==> src/verilog/ahp_pkg.sv <==
// Shared constants and types for the asynchronous host register port
package ahp_pkg;
    // Direct-access locations selected by the 2-bit address
    localparam logic [1:0] ADDR_CODE = 2'h0;
    localparam logic [1:0] ADDR_DATA = 2'h1;
    localparam logic [1:0] ADDR_PTR_LO = 2'h2;
    localparam logic [1:0] ADDR_PTR_HI = 2'h3;
    // Widths of the host byte, the pointer and the code word, then the buffer depth and pointer reset value
    localparam int BYTE_W = 8;
    localparam int PTR_W = 10;
    localparam int CODE_W = 16;
    localparam int BUF_DEPTH = 2;
    localparam logic [PTR_W-1:0] PTR_RESET = 10'h000;
    // Field positions of the sampled pin vector
    localparam int PIN_RD = 0;
    localparam int PIN_WR = 1;
    localparam int PIN_CS = 2;
    localparam int PIN_ADDR_LSB = 3;
    localparam int PIN_DATA_LSB = 5;
    localparam int PIN_CODE_LSB = 13;
    localparam int PIN_W = 21;
    // Strobes and select idle high
    localparam logic [PIN_W-1:0] PIN_IDLE = 21'h000007;
    localparam int CLOCK_PERIOD_NS = 5;
    // Handshake sequencer states
    typedef enum logic [2:0] {
        HS_IDLE = 3'b000,
        HS_WAIT = 3'b001,
        HS_FETCH = 3'b010,
        HS_ACK = 3'b011,
        HS_DONE = 3'b100
    } ahp_hstate_type;
endpackage

==> src/verilog/ahp_buf_if.sv <==
// Valid/ready carrier between the port sequencer and its code buffer
`timescale 1ns/10ps
interface ahp_buf_if #(parameter int WIDTH = 16);
    logic in_valid;
    logic in_ready;
    logic [WIDTH-1:0] in_data;
    logic out_valid;
    logic out_ready;
    logic [WIDTH-1:0] out_data;
    modport user (output in_valid, in_data, out_ready, input in_ready, out_valid, out_data);
    modport store (input in_valid, in_data, out_ready, output in_ready, out_valid, out_data);
endinterface

==> src/verilog/ahp_host_port.sv <==
// Asynchronous 8-bit host port with indirect register access and code FIFO
`timescale 1ns/10ps
module ahp_host_port
    import ahp_pkg::*;
(
    input wire logic clock_in,
    input wire logic reset_in,
    input wire logic host_rd_n_in,
    input wire logic host_wr_n_in,
    input wire logic host_cs_n_in,
    input wire logic [1:0] host_addr_in,
    input wire logic [7:0] host_data_in,
    output logic [7:0] host_data_out,
    output logic host_data_oe_out,
    output logic host_ack_n_out,
    input wire logic [7:0] code_bus_in,
    output logic [7:0] code_bus_out,
    output logic code_bus_oe_out,
    input wire logic code_slave_in,
    input wire logic wide_code_select_in,
    input wire logic compress_in,
    output logic fifo_wait_flag_out,
    input wire logic src_valid_in,
    input wire logic [15:0] src_data_in,
    output logic src_ready_out,
    output logic snk_valid_out,
    output logic [15:0] snk_data_out,
    input wire logic snk_ready_in,
    output logic [9:0] reg_addr_out,
    output logic [7:0] reg_wdata_out,
    output logic reg_wr_out,
    output logic reg_rd_out,
    input wire logic [7:0] reg_rdata_in
);
    typedef struct packed {
        logic [PIN_W-1:0] s1;
        logic [PIN_W-1:0] s2;
        logic [PIN_W-1:0] s3;
        logic [PIN_W-1:0] filt;
        ahp_hstate_type state;
        logic op_rd;
        logic [1:0] addr;
        logic [PTR_W-1:0] ptr;
        logic [CODE_W-1:0] rdata;
        logic [BYTE_W-1:0] wdata;
        logic drive;
        logic wide;
        logic ack;
        logic reg_wr;
        logic reg_rd;
    } ahp_port_state_type;

    ahp_port_state_type cur_q;
    ahp_port_state_type nxt_d;
    ahp_buf_if #(.WIDTH(CODE_W)) bif ();

    logic rd_act;
    logic wr_act;
    logic cs_act;
    logic [1:0] pin_addr;
    logic [BYTE_W-1:0] pin_data;
    logic [BYTE_W-1:0] pin_code;
    logic [CODE_W-1:0] host_word;
    logic host_push;
    logic host_pop;
    logic code_acc;
    logic released;

    // Buffer stands between the compressor core and the host side
    ahp_code_buffer #(.WIDTH(CODE_W), .DEPTH(BUF_DEPTH)) u_buf (
        .clock_in(clock_in),
        .reset_in(reset_in),
        .bus(bif.store)
    );

    // Filtered pin levels; the strobes and select are active low
    assign rd_act = !cur_q.filt[PIN_RD];
    assign wr_act = !cur_q.filt[PIN_WR];
    assign cs_act = !cur_q.filt[PIN_CS];
    assign pin_addr = cur_q.filt[PIN_ADDR_LSB +: 2];
    assign pin_data = cur_q.filt[PIN_DATA_LSB +: BYTE_W];
    assign pin_code = cur_q.filt[PIN_CODE_LSB +: BYTE_W];
    assign code_acc = code_slave_in && cur_q.addr == ADDR_CODE;
    assign released = cur_q.op_rd ? !rd_act : !wr_act;

    // Narrow mode ignores the code byte lane entirely
    assign host_word = {wide_code_select_in ? pin_code : 8'h00, pin_data};

    // Buffer direction follows compression or decompression
    assign bif.in_valid = compress_in ? src_valid_in : host_push;
    assign bif.in_data = compress_in ? src_data_in : host_word;
    assign bif.out_ready = compress_in ? host_pop : snk_ready_in;
    assign src_ready_out = compress_in && bif.in_ready;
    assign snk_valid_out = !compress_in && bif.out_valid;
    assign snk_data_out = bif.out_data;
    // Wait flag: empty while compressing, full while decompressing
    assign fifo_wait_flag_out = code_slave_in &&
        (compress_in ? !bif.out_valid : !bif.in_ready);

    // Outputs are gated by select so a dropped select frees the bus at once
    assign host_ack_n_out = !(cur_q.ack && cs_act);
    assign host_data_oe_out = cur_q.drive && cs_act;
    assign code_bus_oe_out = cur_q.drive && cur_q.wide && cs_act;
    assign host_data_out = cur_q.rdata[7:0];
    assign code_bus_out = cur_q.rdata[15:8];
    assign reg_addr_out = cur_q.ptr;
    assign reg_wdata_out = cur_q.wdata;
    assign reg_wr_out = cur_q.reg_wr;
    assign reg_rd_out = cur_q.reg_rd;

    // Synchronisers and the access sequencer
    always_comb begin
        nxt_d = cur_q;
        host_push = 1'b0;
        host_pop = 1'b0;
        // Three stages; a level counts once the last two agree
        nxt_d.s1 = {code_bus_in, host_data_in, host_addr_in,
                    host_cs_n_in, host_wr_n_in, host_rd_n_in};
        nxt_d.s2 = cur_q.s1;
        nxt_d.s3 = cur_q.s2;
        nxt_d.filt = (~(cur_q.s2 ^ cur_q.s3) & cur_q.s3) |
                     ((cur_q.s2 ^ cur_q.s3) & cur_q.filt);
        nxt_d.reg_wr = 1'b0;
        nxt_d.reg_rd = 1'b0;
        case (cur_q.state)
            HS_IDLE: begin
                nxt_d.drive = 1'b0;
                nxt_d.ack = 1'b0;
                // Both strobes at once is not an access
                if (cs_act && (rd_act ^ wr_act)) begin
                    nxt_d.op_rd = rd_act;
                    nxt_d.addr = pin_addr;
                    nxt_d.state = HS_WAIT;
                end
            end
            HS_WAIT: begin
                if (!cs_act || !(rd_act || wr_act)) begin
                    nxt_d.state = HS_IDLE;
                end else if (code_acc && cur_q.op_rd && compress_in) begin
                    // Held off until a word is there to give
                    if (bif.out_valid) begin
                        host_pop = 1'b1;
                        nxt_d.rdata = wide_code_select_in ? bif.out_data
                                                          : {8'h00, bif.out_data[7:0]};
                        nxt_d.wide = wide_code_select_in;
                        nxt_d.drive = 1'b1;
                        nxt_d.ack = 1'b1;
                        nxt_d.state = HS_ACK;
                    end
                end else if (code_acc && !cur_q.op_rd && !compress_in) begin
                    // Held off until there is room for the word
                    if (bif.in_ready) begin
                        nxt_d.ack = 1'b1;
                        nxt_d.state = HS_ACK;
                    end
                end else if (cur_q.op_rd && cur_q.addr == ADDR_DATA) begin
                    nxt_d.reg_rd = 1'b1;
                    nxt_d.state = HS_FETCH;
                end else begin
                    // Pointer access, data write, wrong-direction code or master-mode address 0
                    if (cur_q.addr == ADDR_PTR_LO) begin
                        nxt_d.rdata = {8'h00, cur_q.ptr[7:0]};
                    end else if (cur_q.addr == ADDR_PTR_HI) begin
                        nxt_d.rdata = {14'h0000, cur_q.ptr[9:8]};
                    end else begin
                        nxt_d.rdata = 16'h0000;
                    end
                    nxt_d.wide = 1'b0;
                    nxt_d.drive = cur_q.op_rd;
                    nxt_d.ack = 1'b1;
                    nxt_d.state = HS_ACK;
                end
            end
            HS_FETCH: begin
                // Register space answers during the read pulse
                nxt_d.rdata = {8'h00, reg_rdata_in};
                nxt_d.wide = 1'b0;
                nxt_d.drive = 1'b1;
                nxt_d.ack = 1'b1;
                nxt_d.state = HS_ACK;
            end
            HS_ACK: begin
                if (!cs_act) begin
                    // Select lost mid-access: abandon; no write is committed, but a code read has already popped its word
                    nxt_d.ack = 1'b0;
                    nxt_d.drive = 1'b0;
                    nxt_d.state = HS_IDLE;
                end else if (released) begin
                    nxt_d.ack = 1'b0;
                    nxt_d.drive = 1'b0;
                    nxt_d.state = HS_DONE;
                    if (!cur_q.op_rd) begin
                        // Data taken as it stands when the strobe rises
                        if (cur_q.addr == ADDR_CODE) begin
                            host_push = code_slave_in && !compress_in;
                        end else if (cur_q.addr == ADDR_DATA) begin
                            nxt_d.reg_wr = 1'b1;
                            nxt_d.wdata = pin_data;
                        end else if (cur_q.addr == ADDR_PTR_LO) begin
                            // Only a host pointer write moves the pointer
                            nxt_d.ptr[7:0] = pin_data;
                        end else begin
                            nxt_d.ptr[9:8] = pin_data[1:0];
                        end
                    end
                end
            end
            HS_DONE: begin
                nxt_d.state = HS_IDLE;
            end
            default: begin
                nxt_d.state = HS_IDLE;
            end
        endcase
    end

    // State register; pins reset to their idle levels
    always_ff @(posedge clock_in) begin
        if (reset_in) begin
            cur_q <= '0;
            cur_q.s1 <= PIN_IDLE;
            cur_q.s2 <= PIN_IDLE;
            cur_q.s3 <= PIN_IDLE;
            cur_q.filt <= PIN_IDLE;
            cur_q.ptr <= PTR_RESET;
            cur_q.state <= HS_IDLE;
        end else begin
            cur_q <= nxt_d;
        end
    end
endmodule

==> src/verilog/ahp_code_buffer.sv <==
// Small code word buffer with valid and ready on both sides
`timescale 1ns/10ps
module ahp_code_buffer #(
    parameter int WIDTH = 16,
    parameter int DEPTH = 2
) (
    input wire logic clock_in,
    input wire logic reset_in,
    ahp_buf_if.store bus
);
    localparam int AW = (DEPTH > 1) ? $clog2(DEPTH) : 1;

    // Pointer arithmetic wraps, so only powers of two are served
    if (DEPTH < 2 || (DEPTH & (DEPTH - 1)) != 0) begin : g_bad_depth
        $error("ahp_code_buffer: DEPTH must be a power of two, at least 2");
    end

    typedef struct packed {
        logic [DEPTH-1:0][WIDTH-1:0] mem;
        logic [AW-1:0] wr_ptr;
        logic [AW-1:0] rd_ptr;
        logic [AW:0] count;
    } ahp_buf_state_type;

    ahp_buf_state_type cur_q;
    ahp_buf_state_type nxt_d;
    logic push;
    logic pop;

    // Full and empty come straight from the occupancy count
    assign bus.in_ready = cur_q.count != DEPTH[AW:0];
    assign bus.out_valid = cur_q.count != '0;
    assign bus.out_data = cur_q.mem[cur_q.rd_ptr];

    // Next state: write at the tail, read at the head
    always_comb begin
        nxt_d = cur_q;
        push = bus.in_valid && bus.in_ready;
        pop = bus.out_valid && bus.out_ready;
        if (push) begin
            nxt_d.mem[cur_q.wr_ptr] = bus.in_data;
            nxt_d.wr_ptr = cur_q.wr_ptr + 1'b1;
        end
        if (pop) begin
            nxt_d.rd_ptr = cur_q.rd_ptr + 1'b1;
        end
        nxt_d.count = cur_q.count + {{AW{1'b0}}, push} - {{AW{1'b0}}, pop};
    end

    // State register
    always_ff @(posedge clock_in) begin
        if (reset_in) begin
            cur_q <= '0;
        end else begin
            cur_q <= nxt_d;
        end
    end
endmodule

==> config.mk <==
export PLATFORM = sky130hd
export DESIGN_NAME = ahp_host_port
export DESIGN_NICKNAME = d
export VERILOG_FILES = /design/src/verilog/ahp_pkg.sv /design/src/verilog/ahp_buf_if.sv /design/src/verilog/ahp_host_port.sv /design/src/verilog/ahp_code_buffer.sv
export SDC_FILE = /design/constraint.sdc
export NUM_CORES = 1
export LEC_CHECK = 0
export ABC_AREA = 1
export BUFFER_PORTS_ARGS = -buffer_cell sky130_fd_sc_hd__buf_2
export CAP_MARGIN = 25
export CORE_MARGIN = 2
export CORE_UTILIZATION = 28
export CTS_CLUSTER_DIAMETER = 120
export DETAILED_ROUTE_END_ITERATION = 10
export GPL_ROUTABILITY_DRIVEN = 0
export GPL_TIMING_DRIVEN = 0
export HOLD_SLACK_MARGIN = 0.12
export PLACE_DENSITY = 0.55
export SLEW_MARGIN = 20
export SYNTH_ARGS = -nofsm -noshare
export SYNTH_HDL_FRONTEND = slang
export SYNTH_HIERARCHICAL = 1
export SYNTH_SLANG_ARGS = --single-unit
==> constraint.sdc <==
create_clock -name clock_in -period 3.2 [get_ports clock_in]
set_input_delay 0.8 -clock clock_in [delete_from_list [all_inputs] [get_ports clock_in]]
set_output_delay 0.8 -clock clock_in [all_outputs]
set_load 0.005 [all_outputs]
======== Yosys cells after proc, flatten, opt, wreduce, memory -nomap -nowiden ========
Index checks and enable logic that the tools add are counted.
operators by class
  reductions and logical operators ........ 44
  magnitude comparators ................... 3
  equality and inequality tests ........... 17
  div/mod/pow operators ................... 0
  shifts and indexed selects .............. 0
  $add $sub $neg .......................... 4
  bitwise operators ....................... 14
  multiply operators ...................... 0
  multiplexer cells ....................... 57
operators with widths
  kind                                                                    number
  16-bit two-way mux                                                      11
  21-bit bitwise AND                                                      2
  3-bit two-way mux                                                       11
  32-bit bitwise mux                                                      1
  16-bit one-hot mux with 2 select lines                                  1
  1-bit two-way mux                                                       23
  21-bit inverter                                                         1
  21-bit bitwise OR                                                       1
  21-bit bitwise XOR                                                      1
  1-bit logical AND                                                       18
  6-bit AND reduction                                                     3
  16-bit demux with 1-bit select                                          1
  7-bit AND reduction                                                     2
  3-bit inequality test (second input constant)                           4
  4-bit inequality test (second input constant)                           3
  3-bit one-hot mux with 4 select lines                                   1
  1-bit logical NOT                                                       9
  8-bit two-way mux                                                       1
  1-bit inverter                                                          8
  1-bit one-hot mux with 4 select lines                                   2
  3-bit by 2-bit equality test with 1-bit output (second input constant)  2
  2-bit two-way mux                                                       3
  6-bit two-way mux                                                       1
  2-bit inequality test (second input constant)                           3
  21 further kinds                                                        26
word-level totals
  register bits ........................... 165
  bits in writable memories ............... 0
  memories ................................ 0
  input port bits ......................... 52
  memory bits (read-only) ................. 0
  logic and storage cells ................. 160
  latch bits .............................. 0

======== Longest topological paths before layout ========
  depth after elaboration ................. 11
  mapped depth ............................ 15
  depth with buffers taken out ............ 14

======== By module ========
Netlist, hierarchy kept.
by module, submodules not included
  module           seq. area each (um2)  area an instance (um2)  instances  cells each
  ahp_host_port    2582.5                5378.9                  1          697
  ahp_code_buffer  720.7                 2010.7                  1          322

======== Worst setup path before layout ========
Ideal clock, no wire load.
  path type ............................... input-to-reg
  start point ............................. in compress_in
  end point ............................... reg u_buf/cur_q[1] (netlist bit)
  path buffers ............................ 2
  setup time .............................. 115 ps
  stages on the path ...................... 12
  arrival time ............................ 2573 ps
  setup slack ............................. 512 ps
  required time ........................... 3085 ps
  path through ............................ buf_4 nor2_1 nand2_1 o41ai_1 buf_2 nand2_1 ha_1 inv_1 ha_1 or2_2 a21oi_1 nor2_1
between the ends
  cells in the longest elaborated chain, start to end .. 11
ends and longest elaborated chain
  item                                             RTL line               text
  start: declaration                               ahp_host_port.sv:21    input wire logic compress_in,
  1-bit logical NOT                                ahp_host_port.sv:195   host_push = code_slave_in && !compress_in;
  1-bit logical AND                                ahp_host_port.sv:195
  1-bit two-way mux                                ahp_host_port.sv:194   if (cur_q.addr == ADDR_CODE) begin
  1-bit two-way mux                                ahp_host_port.sv:192   if (!cur_q.op_rd) begin
  1-bit two-way mux                                ahp_host_port.sv:188   end else if (released) begin
  1-bit two-way mux                                ahp_host_port.sv:183   if (!cs_act) begin
  1-bit two-way mux                                ahp_host_port.sv:125   case (cur_q.state)
  1-bit two-way mux (*)                            ahp_host_port.sv:90    assign bif.in_valid = compress_in ? src_valid_in : host_push;
  named net bif.in_valid                           ahp_buf_if.sv:4        logic in_valid;
  1-bit logical AND (*)                            ahp_code_buffer.sv:38  push = bus.in_valid && bus.in_ready;
  2-bit by 1-bit adder with 2-bit output (*)       ahp_code_buffer.sv:47  nxt_d.count = cur_q.count + {{AW{1'b0}}, push} - {{AW{1'b0}}, pop};
  2-bit by 1-bit subtractor with 2-bit output (*)  ahp_code_buffer.sv:47
  end signal: assignment                           ahp_code_buffer.sv:55  cur_q <= nxt_d;
  end: declaration                                 ahp_code_buffer.sv:25  ahp_buf_state_type cur_q;
The timed path passes the listed nets; every way through them passes the cells marked *.
A chain may end at the register's enable or synchronous reset.

======== Final worst setup path ========
  start point ............................. reg u_buf/cur_q[2] (netlist bit)
  end point ............................... out snk_data_out[6]
between the ends
  cells in the longest elaborated chain, start to end .. 2
ends and longest elaborated chain
  item                                                   RTL line               text
  16-bit two-way mux (not written as such) (2 in a row)  ahp_code_buffer.sv:33  assign bus.out_data = cur_q.mem[cur_q.rd_ptr];
  end: declaration                                       ahp_host_port.sv:27    output logic [15:0] snk_data_out,
No other way between the ends. The select of a mux whose other input is x is not followed.

==> flow_metrics.py <==
metrics = {
    "logic_synthesis": {
        "ys.flop_type": "dfxtp_1",
        "seq_area_frac_synth_pct": 44.70,
        "synth_seq_cells": 165,
        "synth.cell_area_mm2": 0.007390,
        "synth.avg_cell_area_um2": 7.252,
        "synth_edf_count": 0,
        "synth_area_leaders": "dfxtp_1 45%, nand2_1 9.7%, inv_1 9.4%",
        "synth_cell_types": 38,
        "synth_top_area_share_pct": 44.70,
        "syn_inst": 1019,
        "yosysWarnings": 6,
        "synth_nets": 1078,
        "synth_top_cell_by_area": "dfxtp_1",
        "async_reset_ff_share_pct": 0,
    },
    "timing": {
        "slew_headroom_pct": 50.84,
        "rsz0062_at_grt": "false",
        "worstMarginPinSlew_ps": 737.4,
        "period_minus_slack_ps": 2880,
        "fmax_ghz": 0.3472,
        "setup-violations-final": 0,
        "layout_setup_ws_ps": 320.1,
        "hold_violations": 0,
        "hold-worst-slack_ps": 402.6,
        "slew_violations": 0,
        "fin_skew_ps": 8.224,
        "period_share_pct": 90.00,
    },
    "clock_network": {
        "clk_pin_slew_worst_paths_ps": 70,
        "cts-htree-levels": 4,
        "clk_latency_ps": 440,
        "cts_buffers": 17,
        "cts.path.max_buffers": 2,
        "post_cts_buffers": 0,
        "cts_tree": "built",
        "cts-root-buf": "clkbuf_16",
        "cts_sinks": 165,
        "cts_hold_buf": 0,
        "cts_resized": 0,
    },
    "finish": {
        "final_common_cell": "nand2_1",
        "fin_nets": 1205,
        "layout.cells.non_filler": 1493,
        "layout_common_cells": "190 x nand2_1, 185 x inv_1, 165 x dfxtp_1",
        "final_core_utilization_pct": 34.31,
        "antenna_cells": 0,
        "syn2layout_area_growth_pct": 20.66,
        "drive_gt1_share_pct": 20.29,
    },
    "routing": {
        "wirelength_um": 20110,
        "ant_nets": 0,
        "post_drt_via_cell_ratio": 4.264,
        "first_iter_violations": 453,
        "vias": 6366,
        "drc": 0,
        "firstDrtPassIters": 5,
        "wl_per_cell_um": 13.47,
    },
    "setup_path": {
        "cp.required_ps": 2400,
        "cp-end-kind": "output pin",
        "path_class": "reg -> out",
        "cp-start-kind": "flip-flop",
        "critPathMaxFanout": 10,
        "arrival_ps": 2080,
    },
    "global_route": {
        "grt_pass1_wl_um": 31480,
        "antenna_found_initial": 0,
        "grt_max_degree": 17,
        "grt_pass1_vias": 5763,
        "gr-total-overflow": 0,
        "grt_util_all_layers_pct": 14.54,
    },
    "floorplan": {
        "die_w_um": 166.5,
        "dieHeight_um": 166.5,
        "dieArea_mm2": 0.02771,
        "rows": 59,
        "io_pins": 110,
        "coreArea_mm2": 0.02598,
        "start_util_pct": 28.44,
    },
    "placed_design": {
        "post-dp-hpwl_um": 15440,
        "dp_slack_ps": -103.4,
        "portBuffers": 108,
        "placedCellCount": 1462,
    },
    "worst_hold_path": {
        "min_path_type": "reg -> reg",
    },
    "power_and_ir_drop": {
        "power_frac_comb_pct": 9.1,
        "power_switching_w": 0.001218,
        "p_int_w": 0.003354,
        "p_leak_nw": 4.224,
        "swShare_pct": 26.63,
        "max-vdd-ir-drop_v": 0.0003095,
        "power_density_mw_per_mm2": 512.8,
        "p_seq_share_pct": 46.8,
        "pwr-share-clk_pct": 44.1,
    },
    "job": {
        "cap_violations": 0,
    },
    "status": {
        "status": "completed",
    },
}
-- power groups by stage --
stage	Combinational, W	Sequential, W	Clock [W]
after global routing	0.000466	0.00215	0.00216
after floorplan	0.000264	0.00218	0
after detailed placement	0.000416	0.00219	0
final	0.000414	0.00214	0.00202
after CTS	0.000418	0.00214	0.00207
after global placement	0.000412	0.00219	0
-- stage by stage --
stage | area, µm² | TNS (ps) | total power, W
2_1_floorplan | 7390 | 0 | 0.002446
3_3_place_gp | 8349 | -77.71 | 0.002599
3_5_place_dp | 8349 | -103.4 | 0.002605
4_1_cts | 8916 | 0 | 0.004626
5_1_grt | 8916 | 0 | 0.004773
6_report | 8916 | 0 | 0.004572
-- final timing paths --
path / from / endpoint / slack [ps] / cells past startpoint
worst max register to register: cur_q[39] / u_buf/cur_q[1] / 360 / 14
worst min-delay path: cur_q[113] / cur_q[92] / 400 / 2
worst max-delay path: u_buf/cur_q[2] / snk_data_out[6] / 320 / 4
worst min register to register: cur_q[113] / cur_q[92] / 400 / 2
-- Yosys cell counts (2+ instances only) --
master / count
buf_1: 2
dfxtp_1: 165
buf_4: 40
a21oi_1: 50
nor3_1: 9
nor2_1: 141
inv_2: 4
nand2_2: 3
nor4_1: 2
nor2_8: 2
nand4_1: 34
inv_1: 185
ha_1: 7
nand4_4: 2
o31ai_1: 8
o21ai_0: 51
nand2_4: 2
o211ai_1: 5
a211oi_1: 19
nor2_4: 2
or2_2: 10
buf_2: 15
nand3_4: 2
clkinv_1: 2
clkbuf_1: 19
buf_6: 7
o21ai_1: 4
nand2_1: 190
nor2_2: 2
a211oi_2: 2
nand3_1: 26
-- critical path, stage by stage, from the launching register on --
cell and delay (ps):
dfxtp_1 300, clkbuf_1 260, clkbuf_1 480, o21ai_0 380
buf_2 230
-- cell families (layout without fill, tap and decap cells) --
kind of cell    count (synthesis)  in the layout  share of synthesized area (%)
flops                         165            165                          44.70
fa+ha+maj                       7              7                          1.185
buf+inv                       275            414                          17.03
compound gates                142            142                          11.04
simple gates                  430            430                          26.04
-- layer usage --
metal	vias up	part of all wire (%)	GRT usage, %
met4	0	1.5	4.085
met5	-	0	0
met2	150	47	23.70
li1	3378	-	-
met3	20	4.7	2.971
met1	2818	47	19.55
-- final cells by class --
| cell class | count | area, µm² |
|---|---|---|
| buffer | 83 | 533.0 |
| clock buffer | 18 | 429.2 |
| clock inverter | 13 | 137.6 |
| fill | 2860 | 17070 |
| inverter | 192 | 725.7 |
| multi-input combinational | 579 | 2828 |
| sequential | 165 | 3303 |
| tap | 335 | 419.2 |
| timing repair buffer | 108 | 540.5 |
Note: power is estimated with default switching activity, not from simulation.
